==> config.mk <==
export PLATFORM = sky130hd
export DESIGN_NAME = lcd_frame_timing_control
export DESIGN_NICKNAME = d
export VERILOG_FILES = /design/src/verilog/lcd_timing_pkg.sv /design/src/verilog/lcd_frame_timing_control.sv /design/src/verilog/sync_edge.sv /design/src/verilog/tick_divider.sv
export SDC_FILE = /design/constraint.sdc
export NUM_CORES = 1
export LEC_CHECK = 0
export ABC_CLOCK_PERIOD_IN_PS = 3700
export BUFFER_PORTS_ARGS = -buffer_cell sky130_fd_sc_hd__buf_2
export CORE_ASPECT_RATIO = 1.2
export CORE_MARGIN = 2
export CORE_UTILIZATION = 25
export CTS_CLUSTER_SIZE = 40
export DETAILED_ROUTE_END_ITERATION = 8
export PLACE_DENSITY_LB_ADDON = 0.1
export SLEW_MARGIN = 15
export SYNTH_ARGS = -nofsm -noshare
export SYNTH_HDL_FRONTEND = slang
export SYNTH_SLANG_ARGS = --single-unit
==> constraint.sdc <==
create_clock -name pclk -period 3.7 [get_ports pclk]
set_input_delay 0.185 -clock pclk [delete_from_list [all_inputs] [get_ports pclk]]
set_output_delay 0.185 -clock pclk [all_outputs]
set_load 0.02 [all_outputs]
==> src/verilog/lcd_timing_pkg.sv <==
// lcd_timing_pkg: shared constants of the lcd frame timing core.
// assumes an apb slave with 32-bit data, registers in the low byte.
package lcd_timing_pkg;

  // printed register indices; byte address is four times the index
  localparam logic [11:0] PRESCALE_IDX = 12'h10E;
  localparam logic [11:0] CONTROL_IDX = 12'h10F;
  localparam logic [11:0] IRQ_STATUS_IDX = 12'h110;
  localparam logic [11:0] IRQ_MASK_IDX = 12'h111;
  localparam logic [11:0] PRESCALE_ADDR = 12'h438;
  localparam logic [11:0] CONTROL_ADDR = 12'h43C;
  localparam logic [11:0] IRQ_STATUS_ADDR = 12'h440;
  localparam logic [11:0] IRQ_MASK_ADDR = 12'h444;

  // lcd_control field positions
  localparam int DRIVE_EN_BIT = 7;
  localparam int STOP_SLEEP_BIT = 6;
  localparam int WRITE_ERR_BIT = 5;
  localparam int BIAS_BIT = 4;
  localparam int CLK_SEL_HI = 3;
  localparam int CLK_SEL_LO = 2;
  localparam int MUX_SEL_HI = 1;
  localparam int MUX_SEL_LO = 0;

  // irq status / mask bit positions
  localparam int IRQ_FRAME_BIT = 0;
  localparam int IRQ_WRITE_ERR_BIT = 1;

  // reset values
  localparam logic [7:0] CONTROL_RST = 8'h00;
  localparam logic [3:0] PRESCALE_RST = 4'h0;
  localparam logic [1:0] IRQ_RST = 2'h0;

  // clock source codes; 10 and 11 both pick the rc oscillator
  localparam logic [1:0] SRC_SYSCLK = 2'h0;
  localparam logic [1:0] SRC_TIMER1 = 2'h1;

  // multiplex codes
  localparam logic [1:0] MUX_STATIC = 2'h0;
  localparam logic [1:0] MUX_HALF = 2'h1;
  localparam logic [1:0] MUX_THIRD = 2'h2;
  localparam logic [1:0] MUX_QUARTER = 2'h3;

  // fixed dividers, in cycles of their input
  localparam logic [7:0] SYS_DIV_LAST = 8'hFF;   // divide by 256
  localparam int SYS_DIV_CYC = 256;
  localparam logic [6:0] FRAME_LAST_128 = 7'h7F; // 128 prescaled ticks
  localparam logic [6:0] FRAME_LAST_96 = 7'h5F;  // 96 prescaled ticks

endpackage

==> src/verilog/lcd_frame_timing_control.sv <==
// lcd_frame_timing_control: clock source selection, frame prescaler,
// common phase generation and pixel write checking of an lcd driver.
// assumes an apb master on pclk; rc and timer1 oscillators arrive as
// slow asynchronous pins; core_sleep and pixel_write come from pclk logic.
`timescale 1ns/1ps
`default_nettype none

// Functional notes
// - clock select bits 3:2 pick the source
// - system clock source is divided by 256
// - that divider is fixed, prescaler sets rate
// - rc oscillator off unless selected and enabled
// - mux bits 1:0 pick number of commons
// - one to four common phases match mode
// - static, 1/2, 1/4 frame is 128*(p+1)
// - 1/3 frame is 96*(p+1) source clocks
// - prescale register bits 3:0, upper read zero
// - control bit 7 enables the drive
// - control bit 6 set stops during sleep
module lcd_frame_timing_control
  import lcd_timing_pkg::*;
(
  // clock and reset
  input wire logic pclk,
  input wire logic presetn,
  // apb slave
  input wire logic psel,
  input wire logic penable,
  input wire logic pwrite,
  input wire logic [11:0] paddr,
  input wire logic [31:0] pwdata,
  input wire logic [3:0] pstrb,
  output logic [31:0] prdata_r,
  output logic pready_r,
  output logic pslverr_r,
  // oscillator pins and core status
  input wire logic rc_osc_clk,
  input wire logic timer1_osc_clk,
  input wire logic core_sleep,
  input wire logic pixel_write,
  // panel timing outputs
  output logic rc_osc_enable_r,
  output logic bias_enable_r,
  output logic [3:0] com_enable_r,
  output logic [3:0] com_phase_r,
  output logic frame_start_r,
  output logic write_error_flag_r,
  // interrupt
  output logic irq_r
);
  // registers
  logic [7:0] control_r;
  logic [3:0] prescale_r;
  logic [1:0] irq_status_r, irq_mask_r;
  // decoded controls
  logic drive_enable, stop_in_sleep, running;
  logic [1:0] clk_sel, mux_sel;
  // ticks
  logic rc_rise, t1_rise, sys_tick, src_tick, pre_tick;
  // frame position
  logic [6:0] frame_pos_r, frame_last;
  logic [1:0] phase_idx;
  logic write_allowed, bad_write;
  // bus decode
  logic setup_ph, wr_done, hit_ps, hit_ctl, hit_st, hit_mk;

  assign drive_enable = control_r[DRIVE_EN_BIT];
  assign stop_in_sleep = control_r[STOP_SLEEP_BIT];
  assign clk_sel = control_r[CLK_SEL_HI:CLK_SEL_LO];
  assign mux_sel = control_r[MUX_SEL_HI:MUX_SEL_LO];

  // drive runs when enabled, and in sleep only if not told to stop
  assign running = drive_enable && !(core_sleep && stop_in_sleep);

  // address decode
  always_comb begin
    hit_ps = 1'b0;
    hit_ctl = 1'b0;
    hit_st = 1'b0;
    hit_mk = 1'b0;
    if (paddr == PRESCALE_ADDR) begin
      hit_ps = 1'b1;
    end else if (paddr == CONTROL_ADDR) begin
      hit_ctl = 1'b1;
    end else if (paddr == IRQ_STATUS_ADDR) begin
      hit_st = 1'b1;
    end else if (paddr == IRQ_MASK_ADDR) begin
      hit_mk = 1'b1;
    end
  end

  assign setup_ph = psel && !penable;
  assign wr_done = psel && penable && pready_r && pwrite && pstrb[0];

  // one wait state: pready rises on the second access cycle
  always_ff @(posedge pclk or negedge presetn) begin
    if (!presetn) begin
      pready_r <= 1'b0;
    end else begin
      pready_r <= psel && penable && !pready_r;
    end
  end

  // read data and error are caught at setup and held through access
  always_ff @(posedge pclk or negedge presetn) begin
    if (!presetn) begin
      prdata_r <= 32'h0000_0000;
      pslverr_r <= 1'b0;
    end else if (setup_ph) begin
      pslverr_r <= !(hit_ps || hit_ctl || hit_st || hit_mk);
      if (pwrite) begin
        prdata_r <= 32'h0000_0000;
      end else if (hit_ps) begin
        prdata_r <= {28'h000_0000, prescale_r};
      end else if (hit_ctl) begin
        prdata_r <= {24'h00_0000, control_r};
      end else if (hit_st) begin
        prdata_r <= {30'h0000_0000, irq_status_r};
      end else if (hit_mk) begin
        prdata_r <= {30'h0000_0000, irq_mask_r};
      end else begin
        prdata_r <= 32'h0000_0000;
      end
    end
  end

  // control register; the error bit is set by hardware, set wins
  always_ff @(posedge pclk or negedge presetn) begin
    if (!presetn) begin
      control_r <= CONTROL_RST;
    end else begin
      if (wr_done && hit_ctl) begin
        control_r <= pwdata[7:0];
      end
      if (bad_write) begin
        control_r[WRITE_ERR_BIT] <= 1'b1;
      end
    end
  end

  // only the low nibble exists; upper bits never stored
  always_ff @(posedge pclk or negedge presetn) begin
    if (!presetn) begin
      prescale_r <= PRESCALE_RST;
    end else if (wr_done && hit_ps) begin
      prescale_r <= pwdata[3:0];
    end
  end

  // sticky status, write one to clear; a new event wins over the clear
  always_ff @(posedge pclk or negedge presetn) begin
    if (!presetn) begin
      irq_status_r <= IRQ_RST;
      irq_mask_r <= IRQ_RST;
    end else begin
      if (wr_done && hit_mk) begin
        irq_mask_r <= pwdata[1:0];
      end
      if (wr_done && hit_st) begin
        irq_status_r <= irq_status_r & ~pwdata[1:0];
      end
      if (frame_start_r) begin
        irq_status_r[IRQ_FRAME_BIT] <= 1'b1;
      end
      if (bad_write) begin
        irq_status_r[IRQ_WRITE_ERR_BIT] <= 1'b1;
      end
    end
  end

  // interrupt level follows status and mask one cycle later
  always_ff @(posedge pclk or negedge presetn) begin
    if (!presetn) begin
      irq_r <= 1'b0;
    end else begin
      irq_r <= |(irq_status_r & irq_mask_r);
    end
  end

  // oscillator pins are asynchronous: synchronise before edge detect
  sync_edge rc_sync (
    .pclk(pclk),
    .presetn(presetn),
    .pin(rc_osc_clk),
    .rise_r(rc_rise)
  );

  sync_edge t1_sync (
    .pclk(pclk),
    .presetn(presetn),
    .pin(timer1_osc_clk),
    .rise_r(t1_rise)
  );

  // fixed divide by 256 of the system clock; not software adjustable
  tick_divider #(.W(8)) sys_div (
    .pclk(pclk),
    .presetn(presetn),
    .run(running),
    .tick_in(1'b1),
    .last(SYS_DIV_LAST),
    .tick_r(sys_tick)
  );

  // source select; timer1 only ticks once software starts it
  always_comb begin
    if (clk_sel == SRC_SYSCLK) begin
      src_tick = sys_tick;
    end else if (clk_sel == SRC_TIMER1) begin
      src_tick = t1_rise;
    end else begin
      src_tick = rc_rise;
    end
  end

  // frame prescaler: one pulse per prescale+1 source ticks
  tick_divider #(.W(4)) frame_pre (
    .pclk(pclk),
    .presetn(presetn),
    .run(running),
    .tick_in(src_tick),
    .last(prescale_r),
    .tick_r(pre_tick)
  );

  // per-mode fixed divider length
  assign frame_last = (mux_sel == MUX_THIRD) ? FRAME_LAST_96
                                             : FRAME_LAST_128;

  // frame position counts prescaled ticks; wrap marks a new frame
  always_ff @(posedge pclk or negedge presetn) begin
    if (!presetn) begin
      frame_pos_r <= 7'h00;
      frame_start_r <= 1'b0;
    end else if (!running) begin
      frame_pos_r <= 7'h00;
      frame_start_r <= 1'b0;
    end else begin
      frame_start_r <= pre_tick && (frame_pos_r >= frame_last);
      if (pre_tick) begin
        // >= keeps a mode change mid-frame from running past the end
        frame_pos_r <= (frame_pos_r >= frame_last) ? 7'h00
                                                    : 7'(frame_pos_r + 1'b1);
      end
    end
  end

  // phase index: equal slices of the frame, one per common
  always_comb begin
    case (mux_sel)
      MUX_STATIC: phase_idx = 2'h0;
      MUX_HALF: phase_idx = {1'b0, frame_pos_r[6]};
      default: phase_idx = frame_pos_r[6:5]; // 32-tick slices
    endcase
  end

  // common outputs; phase 0 is the frame start
  always_ff @(posedge pclk or negedge presetn) begin
    if (!presetn) begin
      com_enable_r <= 4'h0;
      com_phase_r <= 4'h0;
    end else begin
      case (mux_sel)
        MUX_STATIC: com_enable_r <= 4'h1;
        MUX_HALF: com_enable_r <= 4'h3;
        MUX_THIRD: com_enable_r <= 4'h7;
        default: com_enable_r <= 4'hF;
      endcase
      com_phase_r <= running ? 4'(4'h1 << phase_idx) : 4'h0;
    end
  end

  // pixel data may change only in the last common slice of a frame
  // when the drive is idle nothing is being fetched
  assign write_allowed = !running ||
                         ((phase_idx == mux_sel) && !core_sleep);
  assign bad_write = pixel_write && !write_allowed;

  // outputs mirrored from control
  always_ff @(posedge pclk or negedge presetn) begin
    if (!presetn) begin
      rc_osc_enable_r <= 1'b0;
      bias_enable_r <= 1'b0;
      write_error_flag_r <= 1'b0;
    end else begin
      // rc runs only when picked and the drive is on, saving its current
      rc_osc_enable_r <= running && clk_sel[1];
      bias_enable_r <= control_r[BIAS_BIT];
      write_error_flag_r <= control_r[WRITE_ERR_BIT];
    end
  end

  // helper: divider gap in pclk, prescaler and frame lengths in ticks;
  // the gap saturates at 256 so a stalled divider cannot look correct
  logic [4:0] src_cnt_r;
  logic [7:0] pre_cnt_r;
  logic [8:0] sys_gap_r;
  logic cfg_clean_r, sys_seen_r;
  always_ff @(posedge pclk or negedge presetn) begin
    if (!presetn) begin
      src_cnt_r <= 5'h00;
      pre_cnt_r <= 8'h00;
      sys_gap_r <= 9'h000;
      cfg_clean_r <= 1'b0;
      sys_seen_r <= 1'b0;
    end else begin
      if (!running || sys_tick) begin
        sys_gap_r <= 9'h000;
      end else if (!sys_gap_r[8]) begin
        sys_gap_r <= 9'(sys_gap_r + 1'b1);
      end
      sys_seen_r <= running && (sys_seen_r || sys_tick);
      if (pre_tick) begin
        src_cnt_r <= 5'h00;
      end else if (src_tick) begin
        src_cnt_r <= 5'(src_cnt_r + 1'b1);
      end
      if (frame_start_r) begin
        pre_cnt_r <= 8'h00;
      end else if (pre_tick) begin
        pre_cnt_r <= 8'(pre_cnt_r + 1'b1);
      end
      if (!running || (wr_done && (hit_ctl || hit_ps))) begin
        cfg_clean_r <= 1'b0;
      end else if (frame_start_r) begin
        cfg_clean_r <= 1'b1;
      end
    end
  end
endmodule
`default_nettype wire

==> src/verilog/sync_edge.sv <==
// sync_edge: two-flop synchroniser for an asynchronous clock pin, plus
// a one-cycle pulse on each rising edge seen after synchronising.
// assumes the pin toggles well below half the pclk rate.
`timescale 1ns/1ps
`default_nettype none
module sync_edge (
  // clock and reset
  input wire logic pclk,
  input wire logic presetn,
  // pin and pulse
  input wire logic pin,
  output logic rise_r
);
  logic meta_r;
  logic stable_r;
  logic last_r;

  // only stable_r is looked at by the edge detector
  always_ff @(posedge pclk or negedge presetn) begin
    if (!presetn) begin
      meta_r <= 1'b0;
      stable_r <= 1'b0;
      last_r <= 1'b0;
      rise_r <= 1'b0;
    end else begin
      meta_r <= pin;
      stable_r <= meta_r;
      last_r <= stable_r;
      rise_r <= stable_r & ~last_r;
    end
  end
endmodule
`default_nettype wire

==> src/verilog/tick_divider.sv <==
// tick_divider: counts input ticks and pulses once every last+1 ticks.
// assumes last is held steady by the caller; a change applies at once, and one below the count runs on to overflow.
`timescale 1ns/1ps
`default_nettype none
module tick_divider #(
  parameter int W = 8
) (
  // clock and reset
  input wire logic pclk,
  input wire logic presetn,
  // control
  input wire logic run,
  input wire logic tick_in,
  input wire logic [W-1:0] last,
  // output pulse
  output logic tick_r
);
  logic [W-1:0] cnt_r;

  // idle counter restarts from zero so a new run starts a full period
  always_ff @(posedge pclk or negedge presetn) begin
    if (!presetn) begin
      cnt_r <= '0;
      tick_r <= 1'b0;
    end else if (!run) begin
      cnt_r <= '0;
      tick_r <= 1'b0;
    end else begin
      tick_r <= tick_in && (cnt_r == last);
      if (tick_in) begin
        cnt_r <= (cnt_r == last) ? '0 : W'(cnt_r + 1'b1);
      end
    end
  end
endmodule
`default_nettype wire

==> impl_metrics.prom <==
# TYPE chip_impl_metric gauge
chip_impl_metric{name="synthArstFlopShare",unit="%"} 100
chip_impl_info{name="start_kind",value="flop"} 1
chip_impl_metric{name="synthSimpleGateAreaFrac",unit="%"} 17.7
chip_impl_info{name="worstSetupEndpointType",value="flop"} 1
chip_impl_metric{name="post-route-min-period",unit="ns"} 2.08
chip_impl_metric{name="final_nets",unit=""} 410
chip_impl_metric{name="required",unit="ns"} 3.92
chip_impl_info{name="synth.top_cells.by_area",value="dfrtp_1 (53%), buf_4 (5.6%), mux2_2 (3.5%)"} 1
chip_impl_metric{name="ys_seq_area_share",unit="%"} 52.7
chip_impl_metric{name="nFillCells",unit=""} 1303
chip_impl_metric{name="wl_per_cell",unit="um"} 13.4
chip_impl_metric{name="drtIter0Drc",unit=""} 84
chip_impl_metric{name="worstSkewPairLatency",unit="ns"} 0.33
chip_impl_metric{name="xor_xnor_share_of_the_synthesized_area",unit="%"} 2.99
chip_impl_info{name="timing.setup.critical_path_class",value="reg2reg"} 1
chip_impl_metric{name="setup_slack",unit="ns"} 1.62
chip_impl_metric{name="worst_setup_hold_path_clk_slew",unit="ns"} 0.06
chip_impl_metric{name="total_cts_buffers",unit=""} 9
chip_impl_metric{name="totalPowerFinal",unit="uW"} 1680
chip_impl_metric{name="clock-sinks",unit=""} 68
chip_impl_metric{name="drt_drc_violations_left",unit=""} 0
chip_impl_metric{name="core-area",unit="um2"} 12600
chip_impl_metric{name="final_ant_viol_nets",unit=""} 0
chip_impl_metric{name="antenna_found_initial",unit=""} 0
chip_impl_metric{name="largest_fanout_on_the_critical_path",unit=""} 11
chip_impl_info{name="tritoncts",value="built"} 1
chip_impl_metric{name="drv.max_cap_violation_count",unit=""} 0
chip_impl_metric{name="area_growth_syn_to_layout",unit="%"} 21.2
chip_impl_metric{name="largest_net_degree_at_the_start_of_global_routing",unit=""} 37
chip_impl_metric{name="synth.avg_cell_area",unit="um2"} 11.2
chip_impl_metric{name="maxSlewHeadroom",unit="%"} 50.4
chip_impl_metric{name="synthMuxAreaShare",unit="%"} 6.59
chip_impl_metric{name="multi_input_area",unit="um2"} 1380
chip_impl_metric{name="syn_inst",unit=""} 289
chip_impl_metric{name="gp_congestion",unit=""} 0.746
chip_impl_metric{name="totalWireLength",unit="um"} 6960
chip_impl_metric{name="first_pass_grt_wire_length",unit="um"} 11300
chip_impl_metric{name="detailedPlace.worstSlack",unit="ns"} 1.65
chip_impl_info{name="synthMostInstantiatedCell",value="dfrtp_1"} 1
chip_impl_metric{name="num_vias",unit=""} 2233
chip_impl_metric{name="finish.instance_area",unit="um2"} 3910
chip_impl_info{name="hold_path_class",value="in2reg"} 1
chip_impl_metric{name="synth.ff_latch_count",unit=""} 68
chip_impl_info{name="ctsRootBufferMaster",value="clkbuf_16"} 1
chip_impl_metric{name="ys.warnings.count",unit=""} 0
chip_impl_metric{name="final-hold-violation-count",unit=""} 0
chip_impl_metric{name="final_antenna_diode_count",unit=""} 0
chip_impl_metric{name="gr-usage-all-layers",unit="%"} 10.8
chip_impl_info{name="ys_dominant_reg_cell",value="dfrtp_1"} 1
chip_impl_metric{name="worstPathArrival",unit="ns"} 2.29
chip_impl_metric{name="p_per_area",unit="nW/um2"} 431
chip_impl_metric{name="clockBufferDepth",unit=""} 2
chip_impl_metric{name="finalNonFillerCells",unit=""} 518
chip_impl_metric{name="via_count_of_the_first_global_routing_pass",unit=""} 2209
chip_impl_metric{name="max-vdd-ir-drop",unit="uV"} 155
chip_impl_info{name="synth.largest_area_cell",value="dfrtp_1"} 1
chip_impl_metric{name="drt_first_pass_iters",unit=""} 4
chip_impl_metric{name="floorplan.rows",unit=""} 45
chip_impl_metric{name="cells_resized_by_post_cts_repair",unit=""} 0
chip_impl_metric{name="timing.setup.tns",unit="ns"} 0
chip_impl_info{name="synth_common_cells",value="dfrtp_1 (68), nand2_1 (26), buf_4 (24)"} 1
chip_impl_metric{name="grt_overflow_total",unit=""} 0
chip_impl_metric{name="final_max_slew_viol_count",unit=""} 0
chip_impl_metric{name="die_h",unit="um"} 128
chip_impl_metric{name="post_cts.repair.setup_buffers",unit=""} 0
chip_impl_metric{name="syn-cell-area",unit="um2"} 3230
chip_impl_metric{name="cts.htree.levels",unit=""} 3
chip_impl_info{name="largest_family_of_logic_cells_by_synthesized_area",value="simple AND/OR/NAND/NOR gates"} 1
chip_impl_metric{name="vias_per_cell",unit=""} 4.31
chip_impl_metric{name="place.detailed.instances",unit=""} 499
chip_impl_metric{name="worst_slew_pin_slew",unit="ns"} 0.740
chip_impl_metric{name="max_freq",unit="MHz"} 482
chip_impl_metric{name="synth_compound_gate_area_share",unit="%"} 10.9
chip_impl_info{name="unrepaired_setup_endpoints_after_global_routing",value="no"} 1
chip_impl_metric{name="detailed_place.area",unit="um2"} 3590
chip_impl_metric{name="synth_adder_area_share",unit="%"} 1.55
chip_impl_metric{name="num_io_pins",unit=""} 104
chip_impl_metric{name="final_critical_path_share_of_the_clock_period",unit="%"} 56.1
chip_impl_metric{name="die_w",unit="um"} 108
chip_impl_metric{name="place_hpwl",unit="um"} 5070
chip_impl_metric{name="finish_stage_setup_viols",unit=""} 0
chip_impl_metric{name="initial_utilization",unit="%"} 25.6
chip_impl_metric{name="final_layout_size_suffix_gt1_share",unit="%"} 26.8
chip_impl_metric{name="seqCellArea",unit="um2"} 1700
chip_impl_metric{name="lkg_pwr",unit="uW"} 0.00193
chip_impl_metric{name="synth_enable_flop_cells",unit=""} 0
chip_impl_metric{name="count_of_unique_library_cells_instantiated_by_yosys",unit=""} 59
chip_impl_metric{name="buffer_ports.inserted",unit=""} 52
chip_impl_metric{name="final.setup_skew",unit="ns"} 0.00458
chip_impl_metric{name="die_area",unit="um2"} 13800
chip_impl_info{name="outcome",value="completed"} 1
chip_impl_metric{name="synthDominantCellAreaShare",unit="%"} 52.7
==> routing by layer <==
layer	up-vias	GRT usage [%]	wire, um
met4	0	5.43	160
met1	1056	12.8	2910
met3	11	3.04	402
met2	70	18.0	3490
met5	-	0	0
li1	1096	-	-
==> path summary, 6_finish.rpt <==
| check | startpoint | endpoint | slack, ns | depth (start not counted) |
|---|---|---|---|---|
| min in group asynchronous | presetn | prdata_r[4] | 0.45 | 2 |
| worst min-delay path | pwdata[6] | control_r[6] | 0.08 | 2 |
| worst min register to register | t1_sync.meta_r | t1_sync.stable_r | 0.35 | 0 |
| worst max register to register | control_r[1] | frame_pos_r[6] | 1.62 | 6 |
| max in group asynchronous | presetn | frame_pos_r[4] | 2.31 | 3 |
| worst max-delay path | control_r[1] | frame_pos_r[6] | 1.62 | 6 |
==> critical path, stage by stage, from the launching register on <==
cell      delay, ns
dfrtp_1        0.49
nor2b_1        0.19
ha_1           0.27
nand4_1        0.13
a211oi_2       0.47
nor2_1         0.10
o31a_1         0.30
==> repair_timing <==
item / 4_1_cts / 5_1_grt
endpoints found under the hold margin: 34 / 0
setup endpoints to repair: 0 / 0
hold buffers: 3 / 0
==> report_power, final <==
group | leakage, uW | switching, uW | internal, uW | total [uW]
clock network | 0.000147 | 314 | 539 | 853
logic | 0.000861 | 58.3 | 20.2 | 78.5
registers | 0.000923 | 2.32 | 751 | 753
total | 0.00193 | 374 | 1310 | 1680
==> cells in the final DEF, fill, tap and decap left out, types with 5 or more instances in the layout <==
cell       Yosys  routed
conb_1         2      25
and2_1         7       7
inv_1          6       6
buf_2          1      52
nand3_1       12      12
nand2_1       26      26
mux2_2        10      10
dfrtp_1       68      68
a22o_1         5       5
o21ai_0       11      11
and3_1         8       8
clkbuf_16      0       9
xor2_1         9       9
nor2_1        16      16
a21oi_1        7       7
==> stage by stage <==
stage	hold slack (ns)	util [%]
after floorplan	-0.111	-
after CTS	0.0715	31.0
after global routing	0.0868	31.0
after global placement	0.296	28.4
after detailed placement	0.294	28.4
final	0.0849	31.0
==> layout make-up <==
cell class	count	share of cell area, %
flip-flops and latches	68	43.5
multi-input cells	206	35.2
repair buffers	57	7.81
clock buffers	12	6.30
well taps	164	5.25
clock inverters	4	1.25
inverters	7	0.672
==> registers in the layout, indices dropped and copies added (netlist names), 2 cells and up <==
register,cells
prescale_r,4
prdata_r,8
frame_pos_r,7
frame_pre.cnt_r,4
control_r,8
com_phase_r,4
sys_div.cnt_r,8
irq_mask_r,2
com_enable_r,4
irq_status_r,2
==> logic make-up after synthesis <==
family          count (synthesis)
fa+ha+maj                       4
xor+xnor                       11
compound gates                 49
simple gates                   99
mux                            18
flops                          68
buf+inv                        38
other cells                     2
No activity file was read; power rests on OpenSTA's default activity.
